[src/acc_pkg.sv]
package acc_pkg;

  // ----------------------------------------------------------------
  // register addresses and reset values
  // ----------------------------------------------------------------
  localparam logic [7:0] ADDR_CHANNEL_CONTROL = 8'hD8;
  localparam logic [7:0] ADDR_CONFIG          = 8'hEF;
  localparam logic [7:0] RST_CHANNEL_CONTROL  = 8'h00;
  localparam logic [7:0] RST_CONFIG           = 8'h20;

  // ----------------------------------------------------------------
  // field positions
  // ----------------------------------------------------------------
  localparam int CFG_MODE_HI  = 7;
  localparam int CFG_MODE_LO  = 6;
  localparam int CFG_DIV_HI   = 5;
  localparam int CFG_DIV_LO   = 4;
  localparam int CFG_ACQ_HI   = 3;
  localparam int CFG_ACQ_LO   = 2;
  localparam int CFG_TIMER_EN = 1;
  localparam int CFG_EXT_EN   = 0;
  localparam int CC_FLAG      = 7;
  localparam int CC_CAPTURE   = 6;
  localparam int CC_CONT      = 5;
  localparam int CC_SINGLE    = 4;

  // ----------------------------------------------------------------
  // timing and encodings
  // ----------------------------------------------------------------
  localparam int        CONV_CLOCKS   = 16;
  localparam int        RESULT_BITS   = 12;
  localparam logic [3:0] CHAN_STOP    = 4'hF;
  localparam logic [3:0] CHAN_TEMP    = 4'h8;
  localparam logic [1:0] MODE_OFF     = 2'h0;
  localparam logic [1:0] MODE_NORMAL  = 2'h1;
  localparam logic [1:0] MODE_OFF_IDLE = 2'h2;
  localparam logic [1:0] MODE_STBY_IDLE = 2'h3;
  localparam int        ADDR_BITS     = 24;

  typedef enum logic [1:0] {ACC_IDLE, ACC_FETCH, ACC_ACQ, ACC_CONV} acc_state_e;

  typedef struct packed {
    logic [ADDR_BITS-1:0] addr;
    logic [15:0]          data;
  } acc_word_s;

endpackage : acc_pkg
[src/acc_buf2.sv]
`timescale 1ns/1ps
module acc_buf2 #(
  parameter int WIDTH = 40
) (
  input  wire logic             ref_clk_i,
  input  wire logic             srst_i,
  input  wire logic             in_valid_i,
  output      logic             in_ready_o,
  input  wire logic [WIDTH-1:0] in_data_i,
  output      logic             out_valid_o,
  input  wire logic             out_ready_i,
  output      logic [WIDTH-1:0] out_data_o
);
  if (WIDTH < 1) begin : g_width_check
    $error("acc_buf2: WIDTH must be positive");
  end

  logic [WIDTH-1:0] mem [2];
  logic             wr_ptr;
  logic             rd_ptr;
  logic [1:0]       count;
  wire              push = in_valid_i && in_ready_o;
  wire              pop  = out_valid_o && out_ready_i;

  assign in_ready_o  = (count != 2'h2);
  assign out_valid_o = (count != 2'h0);
  assign out_data_o  = mem[rd_ptr];

  always_ff @(posedge ref_clk_i) begin
    if (srst_i) begin
      wr_ptr <= 1'b0;
      rd_ptr <= 1'b0;
      count  <= 2'h0;
    end else begin
      if (push) wr_ptr <= ~wr_ptr;
      if (pop) rd_ptr <= ~rd_ptr;
      count <= count + {1'b0, push} - {1'b0, pop};
    end
  end

  always_ff @(posedge ref_clk_i) begin
    if (push) mem[wr_ptr] <= in_data_i;
  end
endmodule : acc_buf2

[src/acc_conversion_control.sv]
`timescale 1ns/1ps
module acc_conversion_control
  import acc_pkg::*;
#(
  parameter int                      ACQ_BASE = 1,
  parameter logic [15:0]             CAL_OFFSET_DEFAULT = 16'h0000, // arbitrary
  parameter logic [15:0]             CAL_GAIN_DEFAULT   = 16'h8000  // arbitrary
) (
  input  wire logic                  ref_clk_i,
  input  wire logic                  srst_i,
  // special function register port
  input  wire logic [7:0]            sfr_addr_i,
  input  wire logic                  sfr_wr_i,
  input  wire logic [7:0]            sfr_wdata_i,
  output      logic [7:0]            sfr_rdata_o,
  input  wire logic                  irq_vector_i,
  output      logic                  converter_interrupt_flag_o,
  // triggers
  input  wire logic                  timer2_overflow_i,
  input  wire logic                  convert_start_pin_n_i,
  // analog front end
  output      logic [3:0]            mux_select_o,
  output      logic                  track_hold_o,
  output      logic                  sar_active_o,
  output      logic                  ref_power_o,
  output      logic                  core_power_o,
  output      logic                  conv_clk_en_o,
  input  wire logic [11:0]           sar_result_i,
  // calibration
  input  wire logic                  cal_wr_i,
  input  wire logic [15:0]           cal_offset_i,
  input  wire logic [15:0]           cal_gain_i,
  output      logic [15:0]           cal_offset_o,
  output      logic [15:0]           cal_gain_o,
  // capture memory access
  input  wire logic [acc_pkg::ADDR_BITS-1:0] capture_start_i,
  output      logic                  tbl_rd_o,
  output      logic [acc_pkg::ADDR_BITS-1:0] tbl_addr_o,
  input  wire logic                  tbl_valid_i,
  input  wire logic [3:0]            tbl_channel_i,
  output      logic                  mem_wr_valid_o,
  input  wire logic                  mem_wr_ready_i,
  output      acc_pkg::acc_word_s    mem_wr_o
);
  import acc_pkg::*;

  // acquisition counter is five bits wide
  if (ACQ_BASE < 1 || ACQ_BASE > 28) begin : g_acq_check
    $error("acc_conversion_control: ACQ_BASE must lie in 1 to 28");
  end

  // ----------------------------------------------------------------
  // registers
  // ----------------------------------------------------------------
  logic [7:0]           cfg;
  logic                 flag;
  logic                 capture_en;
  logic                 cont;
  logic                 single;
  logic [3:0]           chan;
  logic [15:0]          cal_offset;
  logic [15:0]          cal_gain;
  acc_state_e           state;
  logic [3:0]           div_cnt;
  logic [4:0]           cyc_cnt;
  logic [3:0]           conv_chan;
  logic [ADDR_BITS-1:0] ptr;
  logic                 pin_q;

  // ----------------------------------------------------------------
  // decoding
  // ----------------------------------------------------------------
  wire [1:0] mode      = cfg[CFG_MODE_HI:CFG_MODE_LO];
  wire [1:0] div_sel   = cfg[CFG_DIV_HI:CFG_DIV_LO];
  wire [1:0] acq_sel   = cfg[CFG_ACQ_HI:CFG_ACQ_LO];
  wire       wr_cfg    = sfr_wr_i && (sfr_addr_i == ADDR_CONFIG);
  wire       wr_cc     = sfr_wr_i && (sfr_addr_i == ADDR_CHANNEL_CONTROL);
  wire [3:0] div_lim   = 4'((4'h1 << div_sel) - 4'h1);
  wire       tick      = (div_cnt == div_lim);
  wire [4:0] acq_len   = 5'(ACQ_BASE) + {3'h0, acq_sel};
  wire       pin_rise  = convert_start_pin_n_i && !pin_q;
  wire       ext_trig  = cfg[CFG_EXT_EN] && pin_rise;
  wire       tmr_trig  = cfg[CFG_TIMER_EN] && timer2_overflow_i;
  wire       powered   = (mode != MODE_OFF);
  wire       busy      = (state != ACC_IDLE);
  wire       buf_ready;
  wire       conv_done = (state == ACC_CONV) && tick && (cyc_cnt == 5'(CONV_CLOCKS - 1));
  wire       sw_start  = single || cont;
  wire       start     = powered && (sw_start || tmr_trig || ext_trig) && !capture_en;
  wire       tbl_stop  = tbl_valid_i && (tbl_channel_i == CHAN_STOP);
  wire       cap_done  = (state == ACC_FETCH) && tbl_stop;
  wire       cap_arm   = wr_cc && sfr_wdata_i[CC_CAPTURE] && powered;
  // a capture entry is taken only with room in the buffer, so a conversion never stalls
  wire       fetch_go  = (state == ACC_FETCH) && tbl_valid_i && !tbl_stop && buf_ready;
  wire       idle_go   = (state == ACC_IDLE) && !cap_arm && start;
  // converter clock restarts at each new acquisition so every phase spans whole ticks
  wire       conv_go   = idle_go || fetch_go;
  wire       vec_clr   = irq_vector_i && flag;
  wire       set_flag  = (conv_done && !capture_en) || cap_done;
  wire       wr_single = wr_cc && sfr_wdata_i[CC_SINGLE];

  assign sfr_rdata_o = (sfr_addr_i == ADDR_CONFIG) ? cfg :
                       (sfr_addr_i == ADDR_CHANNEL_CONTROL) ? {flag, capture_en, cont, single, chan} :
                       8'h00;

  // ----------------------------------------------------------------
  // configuration and channel control
  // ----------------------------------------------------------------
  always_ff @(posedge ref_clk_i) begin
    if (srst_i) begin
      cfg        <= RST_CONFIG;
      flag       <= RST_CHANNEL_CONTROL[CC_FLAG];
      capture_en <= RST_CHANNEL_CONTROL[CC_CAPTURE];
      cont       <= RST_CHANNEL_CONTROL[CC_CONT];
      single     <= RST_CHANNEL_CONTROL[CC_SINGLE];
      chan       <= RST_CHANNEL_CONTROL[3:0];
    end else begin
      if (wr_cfg) cfg <= sfr_wdata_i;
      if (set_flag) flag <= 1'b1;
      else if (vec_clr) flag <= 1'b0;
      else if (wr_cc) flag <= sfr_wdata_i[CC_FLAG];
      if (cap_done) capture_en <= 1'b0;
      else if (wr_cc) capture_en <= sfr_wdata_i[CC_CAPTURE];
      if (wr_cc) cont <= sfr_wdata_i[CC_CONT];
      if (wr_single) single <= 1'b1;
      else if (conv_done && !capture_en) single <= 1'b0;
      else if (wr_cc) single <= 1'b0;
      if (wr_cc) chan <= sfr_wdata_i[3:0];
    end
  end

  // ----------------------------------------------------------------
  // calibration registers
  // ----------------------------------------------------------------
  always_ff @(posedge ref_clk_i) begin
    if (srst_i) begin
      cal_offset <= CAL_OFFSET_DEFAULT;
      cal_gain   <= CAL_GAIN_DEFAULT;
    end else if (cal_wr_i) begin
      cal_offset <= cal_offset_i;
      cal_gain   <= cal_gain_i;
    end
  end
  assign cal_offset_o = cal_offset;
  assign cal_gain_o   = cal_gain;

  // ----------------------------------------------------------------
  // clock divider and trigger edge
  // ----------------------------------------------------------------
  always_ff @(posedge ref_clk_i) begin
    if (srst_i) begin
      div_cnt <= 4'h0;
      pin_q   <= 1'b1;
    end else begin
      pin_q   <= convert_start_pin_n_i;
      div_cnt <= (tick || conv_go) ? 4'h0 : 4'(div_cnt + 4'h1);
    end
  end

  // ----------------------------------------------------------------
  // conversion sequencer
  // ----------------------------------------------------------------
  always_ff @(posedge ref_clk_i) begin
    if (srst_i) begin
      state     <= ACC_IDLE;
      cyc_cnt   <= 5'h00;
      conv_chan <= 4'h0;
      ptr       <= '0;
    end else begin
      case (state)
        ACC_IDLE: begin
          cyc_cnt <= 5'h00;
          if (cap_arm) begin
            ptr   <= capture_start_i;
            state <= ACC_FETCH;
          end else if (start) begin
            conv_chan <= chan;
            state     <= ACC_ACQ;
          end
        end
        ACC_FETCH: begin
          if (tbl_stop) state <= ACC_IDLE;
          else if (fetch_go) begin
            conv_chan <= tbl_channel_i;
            state     <= ACC_ACQ;
          end
        end
        ACC_ACQ: begin
          if (tick) begin
            if (cyc_cnt == acq_len - 5'h01) begin
              cyc_cnt <= 5'h00;
              state   <= ACC_CONV;
            end else cyc_cnt <= cyc_cnt + 5'h01;
          end
        end
        ACC_CONV: begin
          if (conv_done) begin
            cyc_cnt <= 5'h00;
            if (capture_en) begin
              ptr   <= ptr + 24'h000001;
              state <= ACC_FETCH;
            end else if (cont && !wr_cc) begin
              conv_chan <= chan;
              state     <= ACC_ACQ;
            end else state <= ACC_IDLE;
          end else if (tick && cyc_cnt != 5'(CONV_CLOCKS - 1)) cyc_cnt <= cyc_cnt + 5'h01;
        end
        default: state <= ACC_IDLE;
      endcase
    end
  end

  // ----------------------------------------------------------------
  // analog controls
  // ----------------------------------------------------------------
  assign mux_select_o  = conv_chan;
  assign track_hold_o  = (state == ACC_ACQ);
  assign sar_active_o  = (state == ACC_CONV);
  assign core_power_o  = (mode == MODE_NORMAL) || (powered && busy);
  assign ref_power_o   = (mode == MODE_NORMAL) || (mode == MODE_STBY_IDLE) || busy;
  assign conv_clk_en_o = tick && busy;
  assign converter_interrupt_flag_o = flag;
  assign tbl_rd_o      = (state == ACC_FETCH);
  assign tbl_addr_o    = ptr;

  // ----------------------------------------------------------------
  // result buffer toward memory
  // ----------------------------------------------------------------
  acc_word_s buf_in;
  assign buf_in.addr = ptr;
  assign buf_in.data = {conv_chan, sar_result_i};
  wire       buf_push = conv_done && capture_en;

  acc_buf2 #(
    .WIDTH ($bits(acc_word_s))
  ) u_buf (
    .ref_clk_i   (ref_clk_i),
    .srst_i      (srst_i),
    .in_valid_i  (buf_push),
    .in_ready_o  (buf_ready),
    .in_data_i   (buf_in),
    .out_valid_o (mem_wr_valid_o),
    .out_ready_i (mem_wr_ready_i),
    .out_data_o  (mem_wr_o)
  );

endmodule : acc_conversion_control

[config.mk]
export PLATFORM = sky130hd
export DESIGN_NAME = acc_conversion_control
export DESIGN_NICKNAME = d
export VERILOG_FILES = /design/src/acc_pkg.sv /design/src/acc_buf2.sv /design/src/acc_conversion_control.sv
export SDC_FILE = /design/constraint.sdc
export NUM_CORES = 1
export LEC_CHECK = 0
export BUFFER_PORTS_ARGS = -buffer_cell sky130_fd_sc_hd__buf_2
export CELL_PAD_IN_SITES_DETAIL_PLACEMENT = 1
export CELL_PAD_IN_SITES_GLOBAL_PLACEMENT = 1
export CORE_UTILIZATION = 36
export DETAILED_ROUTE_END_ITERATION = 12
export HOLD_SLACK_MARGIN = 0.02
export PLACE_DENSITY_LB_ADDON = 0.1
export SLEW_MARGIN = 0
export SYNTH_ARGS = -nofsm -noshare
export SYNTH_HDL_FRONTEND = slang
export SYNTH_SLANG_ARGS = --single-unit
[constraint.sdc]
create_clock -name ref_clk_i -period 4.1 [get_ports ref_clk_i]
set_clock_uncertainty 0.2 [all_clocks]
set_input_delay 0.205 -clock ref_clk_i [delete_from_list [all_inputs] [get_ports ref_clk_i]]
set_output_delay 0.205 -clock ref_clk_i [all_outputs]
set_load 0.02 [all_outputs]
Word-level counts from Yosys, hierarchy flattened
Memories as Yosys holds them, arrays and structs flattened. A register that Yosys moved wholly into a read port is not among the register bits.
Cells that the tools add are included.
{"block": "totals", "word_cells": 152, "regBits": 92, "ram_bits": 80, "mem_count": 1, "latchBits": 0, "romBits": 0, "inputBits": 97}
{"memory": "u_buf.mem", "words": 2, "width": 40, "read_ports": 1, "rd_clocked_by_memory_dff": 1, "wr": 1, "line_no": "acc_buf2.sv:18", "rtl": "logic [WIDTH-1:0] mem [2];"}
{"block": "op_classes", "n_mul": 0, "n_mux": 39, "n_shift": 1, "n_reduce_logical": 57, "bitwise_logic": 2, "div": 0, "add_sub_neg": 8, "eq_ne": 27, "order_cmp": 0}
{"op": "two-way mux 24 bit", "n": 3}
{"op": "case mux 24 bit (2 select lines)", "n": 1}
{"op": "logical AND 1 bit", "n": 28}
{"op": "two-way mux 4 bit", "n": 7}
{"op": "adder 24 x 1 -> 24 bit (second input constant)", "n": 1}
{"op": "two-way mux 5 bit", "n": 4}
{"op": "two-way mux 2 bit", "n": 9}
{"op": "equality test 8 bit (second input constant)", "n": 2}
{"op": "two-way mux 8 bit", "n": 2}
{"op": "case mux 5 bit (3 select lines)", "n": 1}
{"op": "!= test 2 x 1 -> 1 bit (second input constant)", "n": 6}
{"op": "!= test 2 bit (second input constant)", "n": 6}
{"op": "case mux 4 bit (3 select lines)", "n": 1}
{"op": "nonzero test 3 bit", "n": 4}
{"op": "two-way mux 1 bit", "n": 10}
{"op": "logical OR 1 bit", "n": 9}
{"op": "case mux 2 bit (4 select lines)", "n": 1}
{"op": "AND reduction 8 bit", "n": 1}
{"op": "nonzero test 2 bit", "n": 4}
{"op": "equality test 2 bit (second input constant)", "n": 3}
{"op": "!= test 3 x 1 -> 1 bit (second input constant)", "n": 2}
{"op": "adder 5 x 1 -> 5 bit (second input constant)", "n": 1}
{"op": "equality test 5 x 4 -> 1 bit (second input constant)", "n": 1}
{"op": "equality test 5 bit", "n": 1}
{"op": "other kinds (19)", "n": 26}

Depth between registers and ports, before layout
Gate-level depths: netlist (run 1).
{"block": "depth", "ltp_word": 10, "ltp_mapped": 9, "mapped_depth_nobuf": 9}

By module
A second synthesis (run 1) with hierarchy kept.
{"block": "unflattened", "cells_unflattened": 679, "hier_area_um2": 7743.7}
{"module": "acc_conversion_control", "area_each_um2": 4458.0, "cells_each": 531, "n_inst": 1}
{"module": "acc_buf2", "area_each_um2": 3285.7, "cells_each": 148, "n_inst": 1}

Worst setup path after synthesis (run 1)
Ideal clock, no wire load.
{"block": "synth_path", "path_kind": "register to register", "from": "reg cyc_cnt[0]", "to": "mem u_buf.mem[0][0] (enable)", "path_slack_ns": 0.257, "setup_ns": 0.438, "synth_period_minus_slack_ns": 3.843, "path_buffers": 0, "required_ns": 3.462, "arrival_time_ns": 3.206, "path_stages_with_launch": 8, "path_cell_list": "dfxtp_1 > ha_1 > and3_1 > ha_1 > inv_1 > a2111oi_4 > o211ai_1 > nor2_1"}
{"block": "synth_between", "elab_chain_cells": 6}
{"item": "start, declared", "line_no": "acc_conversion_control.sv:65", "rtl": "logic [4:0] cyc_cnt;"}
{"item": "start signal, assigned", "line_no": "acc_conversion_control.sv:193", "rtl": "end else cyc_cnt <= cyc_cnt + 5'h01;"}
{"item": "start signal, assigned", "line_no": "acc_conversion_control.sv:206", "rtl": "end else if (tick && cyc_cnt != 5'(CONV_CLOCKS - 1)) cyc_cnt <= cyc_cnt + 5'h01;"}
{"item": "equality test 5 x 4 -> 1 bit", "line_no": "acc_conversion_control.sv:87", "rtl": "wire conv_done = (state == ACC_CONV) && tick && (cyc_cnt == 5'(CONV_CLOCKS - 1));"}
{"item": "logical AND 1 bit", "line_no": "acc_conversion_control.sv:87"}
{"item": "logical AND 1 bit", "line_no": "acc_conversion_control.sv:232", "rtl": "wire buf_push = conv_done && capture_en;"}
{"item": "logical AND 1 bit", "line_no": "acc_buf2.sv:22", "rtl": "wire push = in_valid_i && in_ready_o;"}
{"item": "two-way mux 1 bit", "line_no": "acc_buf2.sv:42", "rtl": "if (push) mem[wr_ptr] <= in_data_i;"}
{"item": "two-way mux 1 bit (not written as such)", "line_no": "acc_buf2.sv:42"}
{"item": "end, declared", "line_no": "acc_buf2.sv:18"}
No other way between the ends.

Worst setup path after layout (run 1)
{"block": "layout_path", "from": "reg cyc_cnt[0]", "to": "mem u_buf.mem[0][15] (enable)"}
The elaborated chain is that of the path after synthesis.

==> results of run 1 <==
[sequential cells by signal (all words and copies together), names as in the netlist, 2 cells and up, named ones only]
register	cells
state	2
cal_offset_o	16
mux_select_o	4
cfg	8
chan	4
tbl_addr_o	24
u_buf.count	2
cyc_cnt	5
u_buf.mem	80
div_cnt	4
cal_gain_o	16
[cells by family after synthesis]
logic type / Yosys count
AOI/OAI and AO/OA: 140
xor gates and xnor gates: 9
adders and majority gates: 5
buffers and inverters: 50
DFF: 173
muxes: 86
and+or+nand+nor: 210
[where the power goes]
part / internal [W] / switching [W]
Clock: 0.000821 / 0.000771
Combinational: 0.000184 / 0.000164
Sequential: 0.00182 / 0.0000455
Total: 0.00283 / 0.000980
[critical path, cell delays in order, from the launching register on]
cell       delay [ps]
dfxtp_1           410
ha_1              220
and3_1            180
ha_1              290
inv_1             160
a2111oi_4         240
o211ai_1          350
nor2_4            630
buf_12            260
[cells in the final DEF, fill, tap and decap left out, types with 3 or more instances in the layout]
cell           instances
mux2i_1               45
dlygate4sd3_1         85
o21ai_1                3
nand3_1               19
nor2b_1                4
a31oi_1                6
edfxtp_1              80
o211ai_1               4
nand2_1               54
dfxtp_1               92
o21ai_0               21
o22ai_1                3
o32ai_1                3
a22o_1                15
clkbuf_16             17
ha_1                   5
xnor2_1                8
mux2_2                41
and2_1                 3
or3_1                  9
or2_2                  4
clkinv_8               4
inv_1                 11
inv_8                  5
nand2b_1               3
o31ai_1                5
a211oi_1              11
buf_4                  6
nor3_1                 8
and3_1                 7
buf_2                212
nand4_1                9
a21oi_1               42
nor2_1                65
[routing by layer]
metal	global-route usage	vias up	routed length, µm
li1	-	3066	-
met1	0.2375	3113	9197
met2	0.3868	147	11470
met3	0.04224	20	903
met4	0.06237	0	306
met5	0	-	0
[stage by stage]
| step | total power, W | util | hold slack, ps | cell area [µm²] | setup WS, ps |
|---|---|---|---|---|---|
| after global placement | 0.002185 | 0.4356 | 194.1 | 8899 | 978.6 |
| after global routing | 0.003968 | 0.5064 | 101.0 | 10350 | 591.5 |
| final | 0.003808 | 0.5064 | 78.10 | 10350 | 857.6 |
| after detailed placement | 0.002195 | 0.4356 | 196.6 | 8899 | 811.2 |
| after CTS | 0.003864 | 0.5064 | 68.28 | 10350 | 783.3 |
| after floorplan | 0.002070 | - | 103.9 | 7581 | 256.6 |
[final cells by class]
cell class                 instances  area (µm²)  share of cell area
multi-input combinational        450        3108              0.3004
sequential                       173        4265              0.4123
clock inverter                    15       171.4             0.01657
inverter                          11       41.29            0.003991
tap                              270       337.8             0.03265
timing repair buffer             305        1997              0.1930
clock buffer                      17       425.4             0.04112
[path summary, 6_finish.rpt]
path                                          start          endpoint  depth (start not counted)
worst max-delay path                     cyc_cnt[0]  u_buf.mem[0][15]                          8
worst min-delay path            capture_start_i[18]    tbl_addr_o[18]                          3
worst max register to register           cyc_cnt[0]  u_buf.mem[0][15]                          8
worst min register to register       cal_gain_o[15]    cal_gain_o[15]                          2
[timing repair]
item,CTS,global route
hold buffers,85,0
setup endpoints to repair,0,0
hold endpoints to repair,102,0
==> run summary, run 1 <==
Largest family of logic cells by synthesized area -> simple AND/OR/NAND/NOR gates
Highest Clock Rate -> 308.4 MHz
Syn Nets -> 775
Worst EP required -> 4030 ps
Fill count -> 2288
WL final -> 21.87 mm
Final antenna-violating net count -> 0
CTS tree -> yes
First-pass iteration count of the detailed router -> 4
Post-CTS setup buffers -> 0
Vias per cell -> 5.114
Minimum clock period -> 3242 ps
Top cells by instance count after synthesis -> dfxtp_1 (93), edfxtp_1 (80), nor2_1 (67), nand2_1 (54), mux2i_1 (45)
I/O Pins -> 213
Starting density of the core -> 0.3711
Peak supply drop -> 0.2804 mV
Synth Area in Simple Gates -> 0.1395
Root buf cell -> clkbuf_16
Compound-Gate Fraction of Synth Area -> 0.1296
Global route overflow -> 0
Non-Filler Instances -> 1241
Status -> finished, final reports clean
WL/cell -> 17.63 µm
Global-route wire length before repair -> 35.30 mm
Worst-Margin Slew -> 1099 ps
Worst min path class -> in2reg
RSZ-0062 raised after global routing -> no
Synth Area in XOR/XNOR -> 0.01040
Post-synthesis mux area share -> 0.1203
Die footprint -> 21640 µm²
Max Cap Violations -> 0
Final Max Slew Viols -> 0
Period utilisation layout -> 0.7908
Share of Yosys cell area claimed by the top area cell type -> 0.3169
Core Footprint -> 20430 µm²
Setup violators final -> 0
Total Routing Usage GR -> 0.2079
Vias in the first global route -> 6838
Placed Cells -> 1124
Synthesis Warnings -> 0
Seq/Total Area, Yosys -> 0.5625
Post-synth ARST share -> 0
Post-CTS sizing -> 0
Power Density -> 368.0 nW/µm²
GP Congestion -> 0.7533
Nets -> 1060
Share of layout cells above drive strength 1 -> 0.3275
Area growth syn-to-layout -> 36.48%
Unique masters post-synth -> 71
Mapped Avg Cell Area -> 11.26 µm²
Vias post-DR -> 6346
Largest net degree at the start of global routing -> 58
Port bufs -> 212
Most area-consuming cells after synthesis -> edfxtp_1 (32%), dfxtp_1 (25%), mux2_2 (6.1%)
DP Wirelength -> 14.71 mm
Std-Cell Rows -> 52
DR iter-0 viols -> 300
H-Tree Depth -> 4
Die Wd -> 147.1 µm
Worst skew pair latency -> 430 ps
CP Capture Type -> flip-flop
Max Root-Sink Buffers -> 2
Worst slew margin -> 0.2672
Final TNS setup -> 0 ps
Leak -> 3.985 nW
Top_reg_cell synth -> dfxtp_1
Inserted Clock Buffers -> 17
Synth Area in Adders -> 0.008252
Initial antenna violation count -> 0
Reg-to-reg slack, setup -> 860 ps
Critical Path AT -> 3170 ps
DIE HEIGHT -> 147.1 µm
CP startpoint kind -> flip-flop
Peak fanout along the critical path -> 22
DRC Markers -> 0
Cells after synthesis -> 673
Fin. Hold Viols -> 0
CTS Sinks -> 173
# diodes -> 0
Yosys reg bits -> 173
CP Class -> reg2reg
Area leader, netlist -> edfxtp_1
Post-synth EDFFs -> 80
Worst-path clk slew -> 70 ps
Cell Area, Synth -> 7581 µm²
Most common cell in the netlist -> dfxtp_1
No activity file was read; power rests on OpenSTA's default activity.
==> run 2, diff against run 1 <==
Settings changed: ABC_AREA set to 1, CORE_UTILIZATION 36 to 39.
Clock period 4.1 ns to 3.3 ns, I/O delays scaled along.
==> run 2 against run 1 <==
Compared with the run above: fmax up 13%; die area fell by 5.9%; worst hold slack better by 8.0 ps; cell area is 3.0% higher; core utilization rose by 4.1 points; first-iteration DRC count grew 6.7%; clock power increased by 33%; register-to-register slack got worse by 430 ps; worst setup slack lost 430 ps; sequential share of layout area fell by 1.2 points; flip-flop and latch count stayed put.
==> run summary, run 2 <==
Status -> finished, final reports clean (unchanged)
Switching Fraction -> 0.2804 (was 0.2575)
Die footprint -> 20370 µm² (was 21640 µm²)
Inserted Clock Buffers -> 17 (unchanged)
Non-Filler Instances -> 1459 (was 1241)
Total Routing Usage GR -> 0.2291 (was 0.2079)
DIE HEIGHT -> 142.7 µm (was 147.1 µm)
H-Tree Depth -> 4 (unchanged)
Period utilisation layout -> 0.8708 (was 0.7908)
Vias in the first global route -> 7201 (was 6838)
Top_reg_cell synth -> dfxtp_1 (unchanged)
Post-synth EDFFs -> 80 (unchanged)
Power Density -> 494.1 nW/µm² (was 368.0 nW/µm²)
CTS Sinks -> 173 (unchanged)
Most common cell in the netlist -> nand2_1 (was dfxtp_1)
Largest net degree at the start of global routing -> 50 (was 58)
WL final -> 22.92 mm (was 21.87 mm)
Largest reg by FF count -> u_buf.mem (unchanged)
Root buf cell -> clkbuf_16 (unchanged)
Placement Setup Slack -> 851.3 ps (was 811.2 ps)
First-pass iteration count of the detailed router -> 5 (was 4)
Seq/Total Area, Yosys -> 0.5521 (was 0.5625)
Mapped Avg Cell Area -> 8.807 µm² (was 11.26 µm²)
Syn Nets -> 979 (was 775)
Global-route wire length before repair -> 36.20 mm (was 35.30 mm)
Total power -> 0.005263 W (was 0.003808 W)
CTS tree -> yes (unchanged)
DRC Markers -> 0 (unchanged)
Setup violators final -> 0 (unchanged)
Worst skew pair latency -> 430 ps (about the same)
Commonest cells after routing, fill and taps aside -> buf_2 (212), nand2_1 (174), nor2_1 (167) (was buf_2 (212), dfxtp_1 (92), dlygate4sd3_1 (85))
Port bufs -> 212 (unchanged)
Std-Cell Rows -> 51 (was 52)
Share of layout cells above drive strength 1 -> 0.2705 (was 0.3275)
Vias post-DR -> 7030 (was 6346)
Worst-path clk slew -> 70 ps (about the same)
Minimum clock period -> 2874 ps (was 3242 ps)
WL/cell -> 15.71 µm (was 17.63 µm)
RSZ-0062 raised after global routing -> no (unchanged)
Area leader, netlist -> edfxtp_1 (unchanged)
Cell Area, Synth -> 7724 µm² (was 7581 µm²)
DP Wirelength -> 15.19 mm (was 14.71 mm)
Nets -> 1283 (was 1060)
Max Root-Sink Buffers -> 2 (unchanged)
Clock power share -> 0.401 (was 0.418)
Leak -> 4.583 nW (was 3.985 nW)
Top cells by instance count after synthesis -> nand2_1 (174), nor2_1 (169), dfxtp_1 (93), o21ai_0 (81), edfxtp_1 (80) (was dfxtp_1 (93), edfxtp_1 (80), nor2_1 (67), nand2_1 (54), mux2i_1 (45))
Combinational power share -> 0.148 (was 0.091)
CP Capture Type -> flip-flop (unchanged)
Post-synth ARST share -> 0 (unchanged)
Final TNS setup -> 0 ps (unchanged)
Part of the power in registers -> 0.451 (was 0.490)
Post-CTS setup buffers -> 0 (unchanged)
Fill count -> 2335 (was 2288)
DR iter-0 viols -> 320 (was 300)
CP startpoint kind -> flip-flop (unchanged)
GP Congestion -> 0.7631 (was 0.7533)
Most area-consuming cells after synthesis -> edfxtp_1 (31%), dfxtp_1 (24%), nand2_1 (8.5%) (was edfxtp_1 (32%), dfxtp_1 (25%), mux2_2 (6.1%))
# hold bufs at CTS -> 97 (was 85)
I/O Pins -> 213 (unchanged)
Peak supply drop -> 0.3375 mV (was 0.2804 mV)
Worst EP required -> 3420 ps (was 4030 ps)
Global route overflow -> 0 (unchanged)
Final antenna-violating net count -> 0 (unchanged)
Worst-Margin Slew -> 1008 ps (was 1099 ps)
Fin worst setup slack -> 426.2 ps (was 857.6 ps)
# diodes -> 0 (unchanged)
Yosys reg bits -> 173 (unchanged)
Unique masters post-synth -> 36 (was 71)
Core Footprint -> 19460 µm² (was 20430 µm²)
Worst min path class -> in2reg (unchanged)
CP Class -> reg2reg (unchanged)
Highest Clock Rate -> 348.0 MHz (was 308.4 MHz)
P_int -> 0.003787 W (was 0.002827 W)
Number of flip-flops in the largest register -> 80 (unchanged)
Starting density of the core -> 0.3968 (was 0.3711)
Final Max Slew Viols -> 0 (unchanged)
Area growth syn-to-layout -> 37.92% (was 36.48%)
Net Sw Power -> 0.001476 W (was 0.0009805 W)
Max Cap Violations -> 0 (unchanged)
Die Wd -> 142.7 µm (was 147.1 µm)
Worst slew margin -> 0.3274 (was 0.2672)
Share of Yosys cell area claimed by the top area cell type -> 0.3110 (was 0.3169)
Peak fanout along the critical path -> 19 (was 22)
Cells after synthesis -> 877 (was 673)
Vias per cell -> 4.818 (was 5.114)
Initial antenna violation count -> 0 (unchanged)
Critical Path AT -> 2990 ps (was 3170 ps)
Placed Cells -> 1330 (was 1124)
Leading cell type in the layout, fill and taps excluded -> buf_2 (unchanged)
Fin. Hold Viols -> 0 (unchanged)
Post-CTS sizing -> 0 (unchanged)
Synthesis Warnings -> 0 (unchanged)
run 2: cell types whose count changed in the layout (fill, tap and decap cells not counted), sizes merged, moves of 15 or more:
cell / delta
a22o: -15
inv: +60
mux2i: -44
nand2: +123
nor2: +105
o21ai: +59
run 2: kinds of logic (layout without fill, tap and decap cells):
logic type / after synthesis / in the layout / synth area share
AND/OR/NAND/NOR: 403 / 403 / 0.2159
flip-flops: 173 / 173 / 0.5521
AO/OA/AOI/OAI: 144 / 144 / 0.09930
buffers and inverters: 100 / 417 / 0.05248
multiplexers: 41 / 41 / 0.05961
XOR/XNOR: 11 / 11 / 0.01247
adder cells (fa/ha/maj): 5 / 5 / 0.008100
run 2: power by group through the flow:
stage | Combinational (W) | Clock [W] | Sequential [W]
after CTS | 0.000781 | 0.00215 | 0.00237
after detailed placement | 0.000697 | 0 | 0.00242
after floorplan | 0.000432 | 0 | 0.00243
after global routing | 0.000863 | 0.00223 | 0.00238
after global placement | 0.000689 | 0 | 0.00242
final | 0.000777 | 0.00211 | 0.00237
run 2: final timing paths:
check / start / endpoint / slack, ps / cells after the start
setup / recovery: cyc_cnt[0] / tbl_addr_o[23] / 430 / 12
hold reg to reg: u_buf.rd_ptr / flip-flop / 260 / 1
hold / removal: cal_wr_i / cal_gain_o[15] / 90 / 3
setup reg to reg: cyc_cnt[0] / tbl_addr_o[23] / 430 / 12
run 2: area by class of cell:
| cell class | count | area (µm²) | share of cell area |
|---|---|---|---|
| clock buffer | 17 | 425.4 | 0.03993 |
| multi-input combinational | 604 | 3069 | 0.2881 |
| tap | 265 | 331.6 | 0.03113 |
| timing repair buffer | 316 | 2110 | 0.1980 |
| sequential | 173 | 4265 | 0.4004 |
| clock inverter | 15 | 192.7 | 0.01809 |
| inverter | 69 | 259.0 | 0.02431 |
run 2: stage by stage:
step	instance area (µm²)	hold slack (ps)	utilization
after detailed placement	9064	160.6	0.4657
after floorplan	7724	63.87	-
after CTS	10650	61.86	0.5473
after global placement	9064	152.2	0.4657
after global routing	10650	131.7	0.5473
final	10650	86.09	0.5473
run 2: layer usage:
| metal | up-vias | global-route usage | wire length, µm |
|---|---|---|---|
| li1 | 3512 | - | - |
| met3 | 17 | 0.03991 | 818 |
| met1 | 3372 | 0.2638 | 9838 |
| met4 | 0 | 0.06621 | 261 |
| met2 | 129 | 0.4306 | 12000 |
| met5 | - | 0 | 0 |
run 2: worst max-delay path: stages, from the launching register on:
cell	delay, ps
dfxtp_1	390
ha_1	200
nand2_1	60
nor2_1	100
ha_1	170
inv_1	70
nor2_4	140
nand2_2	60
nand2_2	320
inv_2	270
nand2_1	140
a21oi_2	60
dlygate4sd3_1	580
==> run 3, diff against run 2 <==
Settings changed: BUFFER_PORTS_ARGS -buffer_cell sky130_fd_sc_hd__buf_2 to -buffer_cell sky130_fd_sc_hd__buf_4.
==> run 3 against run 2 <==
Compared with the run above: clock power is 2% lower; largest cell class unchanged; register-to-register slack improved by 390 ps; clock-buffer cell count unchanged; power rose by 1.6%; flip-flop and latch count is the same; critical path type unchanged.
==> run summary, run 3 (synthesis gave the netlist of run 2 again) <==
Critical Path AT -> 2600 ps (was 2990 ps)
Worst EP required -> 3420 ps (about the same)
Initial antenna violation count -> 0 (unchanged)
Leading cell type in the layout, fill and taps excluded -> buf_4 (was buf_2)
Nets -> 1294 (was 1283)
Power Density -> 473.7 nW/µm² (was 494.1 nW/µm²)
Worst-path clk slew -> 70 ps (about the same)
Vias in the first global route -> 7517 (was 7201)
Minimum clock period -> 2483 ps (was 2874 ps)
DP Wirelength -> 15.44 mm (was 15.19 mm)
CP Class -> reg2reg (unchanged)
Non-Filler Instances -> 1470 (was 1459)
Final antenna-violating net count -> 0 (unchanged)
WL final -> 24.06 mm (was 22.92 mm)
Setup violators final -> 0 (unchanged)
Max Cap Violations -> 0 (unchanged)
Core Footprint -> 19460 µm² (unchanged)
Starting density of the core -> 0.3968 (unchanged)
RSZ-0062 raised after global routing -> no (unchanged)
Worst min path class -> in2reg (unchanged)
Worst slew margin -> 0.3240 (was 0.3274)
Worst-Margin Slew -> 1013 ps (was 1008 ps)
Placed Cells -> 1331 (was 1330)
Combinational power share -> 0.168 (was 0.148)
Status -> finished, final reports clean (unchanged)
Switching Fraction -> 0.2854 (was 0.2804)
CTS tree -> yes (unchanged)
Highest Clock Rate -> 402.7 MHz (was 348.0 MHz)
CTS Sinks -> 173 (unchanged)
Die Wd -> 142.7 µm (unchanged)
DRC Markers -> 0 (unchanged)
Part of the power in registers -> 0.444 (was 0.451)
Global route overflow -> 0 (unchanged)
Clock power share -> 0.388 (was 0.401)
P_int -> 0.003821 W (was 0.003787 W)
CP startpoint kind -> flip-flop (unchanged)
Period utilisation layout -> 0.7524 (was 0.8708)
Leak -> 4.741 nW (was 4.583 nW)
Vias post-DR -> 7177 (was 7030)
Global-route wire length before repair -> 37.63 mm (was 36.20 mm)
Std-Cell Rows -> 51 (unchanged)
Worst skew pair latency -> 430 ps (about the same)
Final Max Slew Viols -> 0 (unchanged)
Inserted Clock Buffers -> 17 (unchanged)
CP Capture Type -> flip-flop (unchanged)
Vias per cell -> 4.882 (was 4.818)
DIE HEIGHT -> 142.7 µm (unchanged)
Total Routing Usage GR -> 0.2402 (was 0.2291)
Largest reg by FF count -> u_buf.mem (unchanged)
Port bufs -> 212 (unchanged)
Root buf cell -> clkbuf_16 (unchanged)
Largest net degree at the start of global routing -> 41 (was 50)
WL/cell -> 16.37 µm (was 15.71 µm)
Net Sw Power -> 0.001526 W (was 0.001476 W)
Share of layout cells above drive strength 1 -> 0.2689 (was 0.2705)
Commonest cells after routing, fill and taps aside -> buf_4 (218), nand2_1 (174), nor2_1 (167) (was buf_2 (212), nand2_1 (174), nor2_1 (167))
Peak fanout along the critical path -> 21 (was 19)
Area growth syn-to-layout -> 46.14% (was 37.92%)
Number of flip-flops in the largest register -> 80 (unchanged)
Final hold slack -> 27.00 ps (was 86.09 ps)
# diodes -> 0 (unchanged)
DR iter-0 viols -> 272 (was 320)
First-pass iteration count of the detailed router -> 4 (was 5)
Peak supply drop -> 0.3688 mV (was 0.3375 mV)
GP Congestion -> 0.7905 (was 0.7631)
Post-CTS setup buffers -> 0 (unchanged)
Final TNS setup -> 0 ps (unchanged)
Die footprint -> 20370 µm² (unchanged)
H-Tree Depth -> 4 (unchanged)
Max Root-Sink Buffers -> 2 (unchanged)
Fin. Hold Viols -> 0 (unchanged)
I/O Pins -> 213 (unchanged)
==> run 3: changes by cell type in the layout (fill, tap and decap cells not counted) <==
cell,change
inv_8,+1
inv_6,-1
clkinv_4,-1
buf_4,+213
buf_2,-212
clkinv_8,+2
dlygate4sd3_1,+10
bufinv_16,-1
==> run 3: routing by layer <==
metal / track usage / wire length [µm] / vias up
met3: 0.03856 / 925 / 30
met4: 0.08263 / 446 / 0
met1: 0.2774 / 10160 / 3448
met5: 0 / 0 / -
li1: - / - / 3537
met2: 0.4469 / 12530 / 162
==> run 3: cell type report <==
| cell class | instances | area, µm² |
|---|---|---|
| sequential | 173 | 4265 |
| multi-input combinational | 604 | 3069 |
| timing repair buffer | 327 | 2748 |
| fill | 2290 | 8175 |
| clock buffer | 17 | 425.4 |
| tap | 265 | 331.6 |
| inverter | 69 | 259.0 |
| clock inverter | 15 | 188.9 |
==> run 3: critical path, stage by stage (launching register included) <==
cell	delay (ps)
dfxtp_1	390
ha_1	210
nand2_1	70
nor2_1	90
ha_1	170
inv_1	70
nor2_4	140
nand2_2	60
nand2_2	370
inv_2	290
o21ai_0	220
nor2_1	70
==> run 3: path summary, 6_finish.rpt <==
kind | cells after the start | slack (ps) | start | endpoint
setup / recovery | 11 | 820 | cyc_cnt[1] | tbl_addr_o[7]
hold / removal | 3 | 30 | cal_wr_i | cal_offset_o[8]
setup reg to reg | 11 | 820 | cyc_cnt[1] | tbl_addr_o[7]
hold reg to reg | 2 | 260 | cal_gain_o[15] | cal_gain_o[15]
==> run 3: stage by stage <==
stage | setup WS (ps) | power (W) | utilization | cell area (µm²)
3_3_place_gp | 916.6 | 0.003194 | 0.4933 | 9602
4_1_cts | 796.7 | 0.005385 | 0.5799 | 11290
5_1_grt | 590.0 | 0.005566 | 0.5799 | 11290
2_1_floorplan | -262.7 | 0.002863 | - | 7724
6_report | 817.0 | 0.005346 | 0.5799 | 11290
3_5_place_dp | 824.3 | 0.003205 | 0.4933 | 9602
==> run 3: repair_timing <==
| action | 4_1_cts | 5_1_grt |
|---|---|---|
| setup endpoints to repair | 0 | 0 |
| hold buffers | 107 | 0 |
| gates resized for setup | 0 | 0 |
| hold endpoints to repair | 108 | 0 |
==> run 3: power by group through the flow <==
stage	Clock, W	Combinational [W]	Sequential (W)
finish	0.00207	0.000896	0.00238
global route	0.00219	0.000984	0.00239
CTS	0.00212	0.000890	0.00238
detailed placement	0	0.000780	0.00242
global placement	0	0.000773	0.00242
floorplan	0	0.000432	0.00243
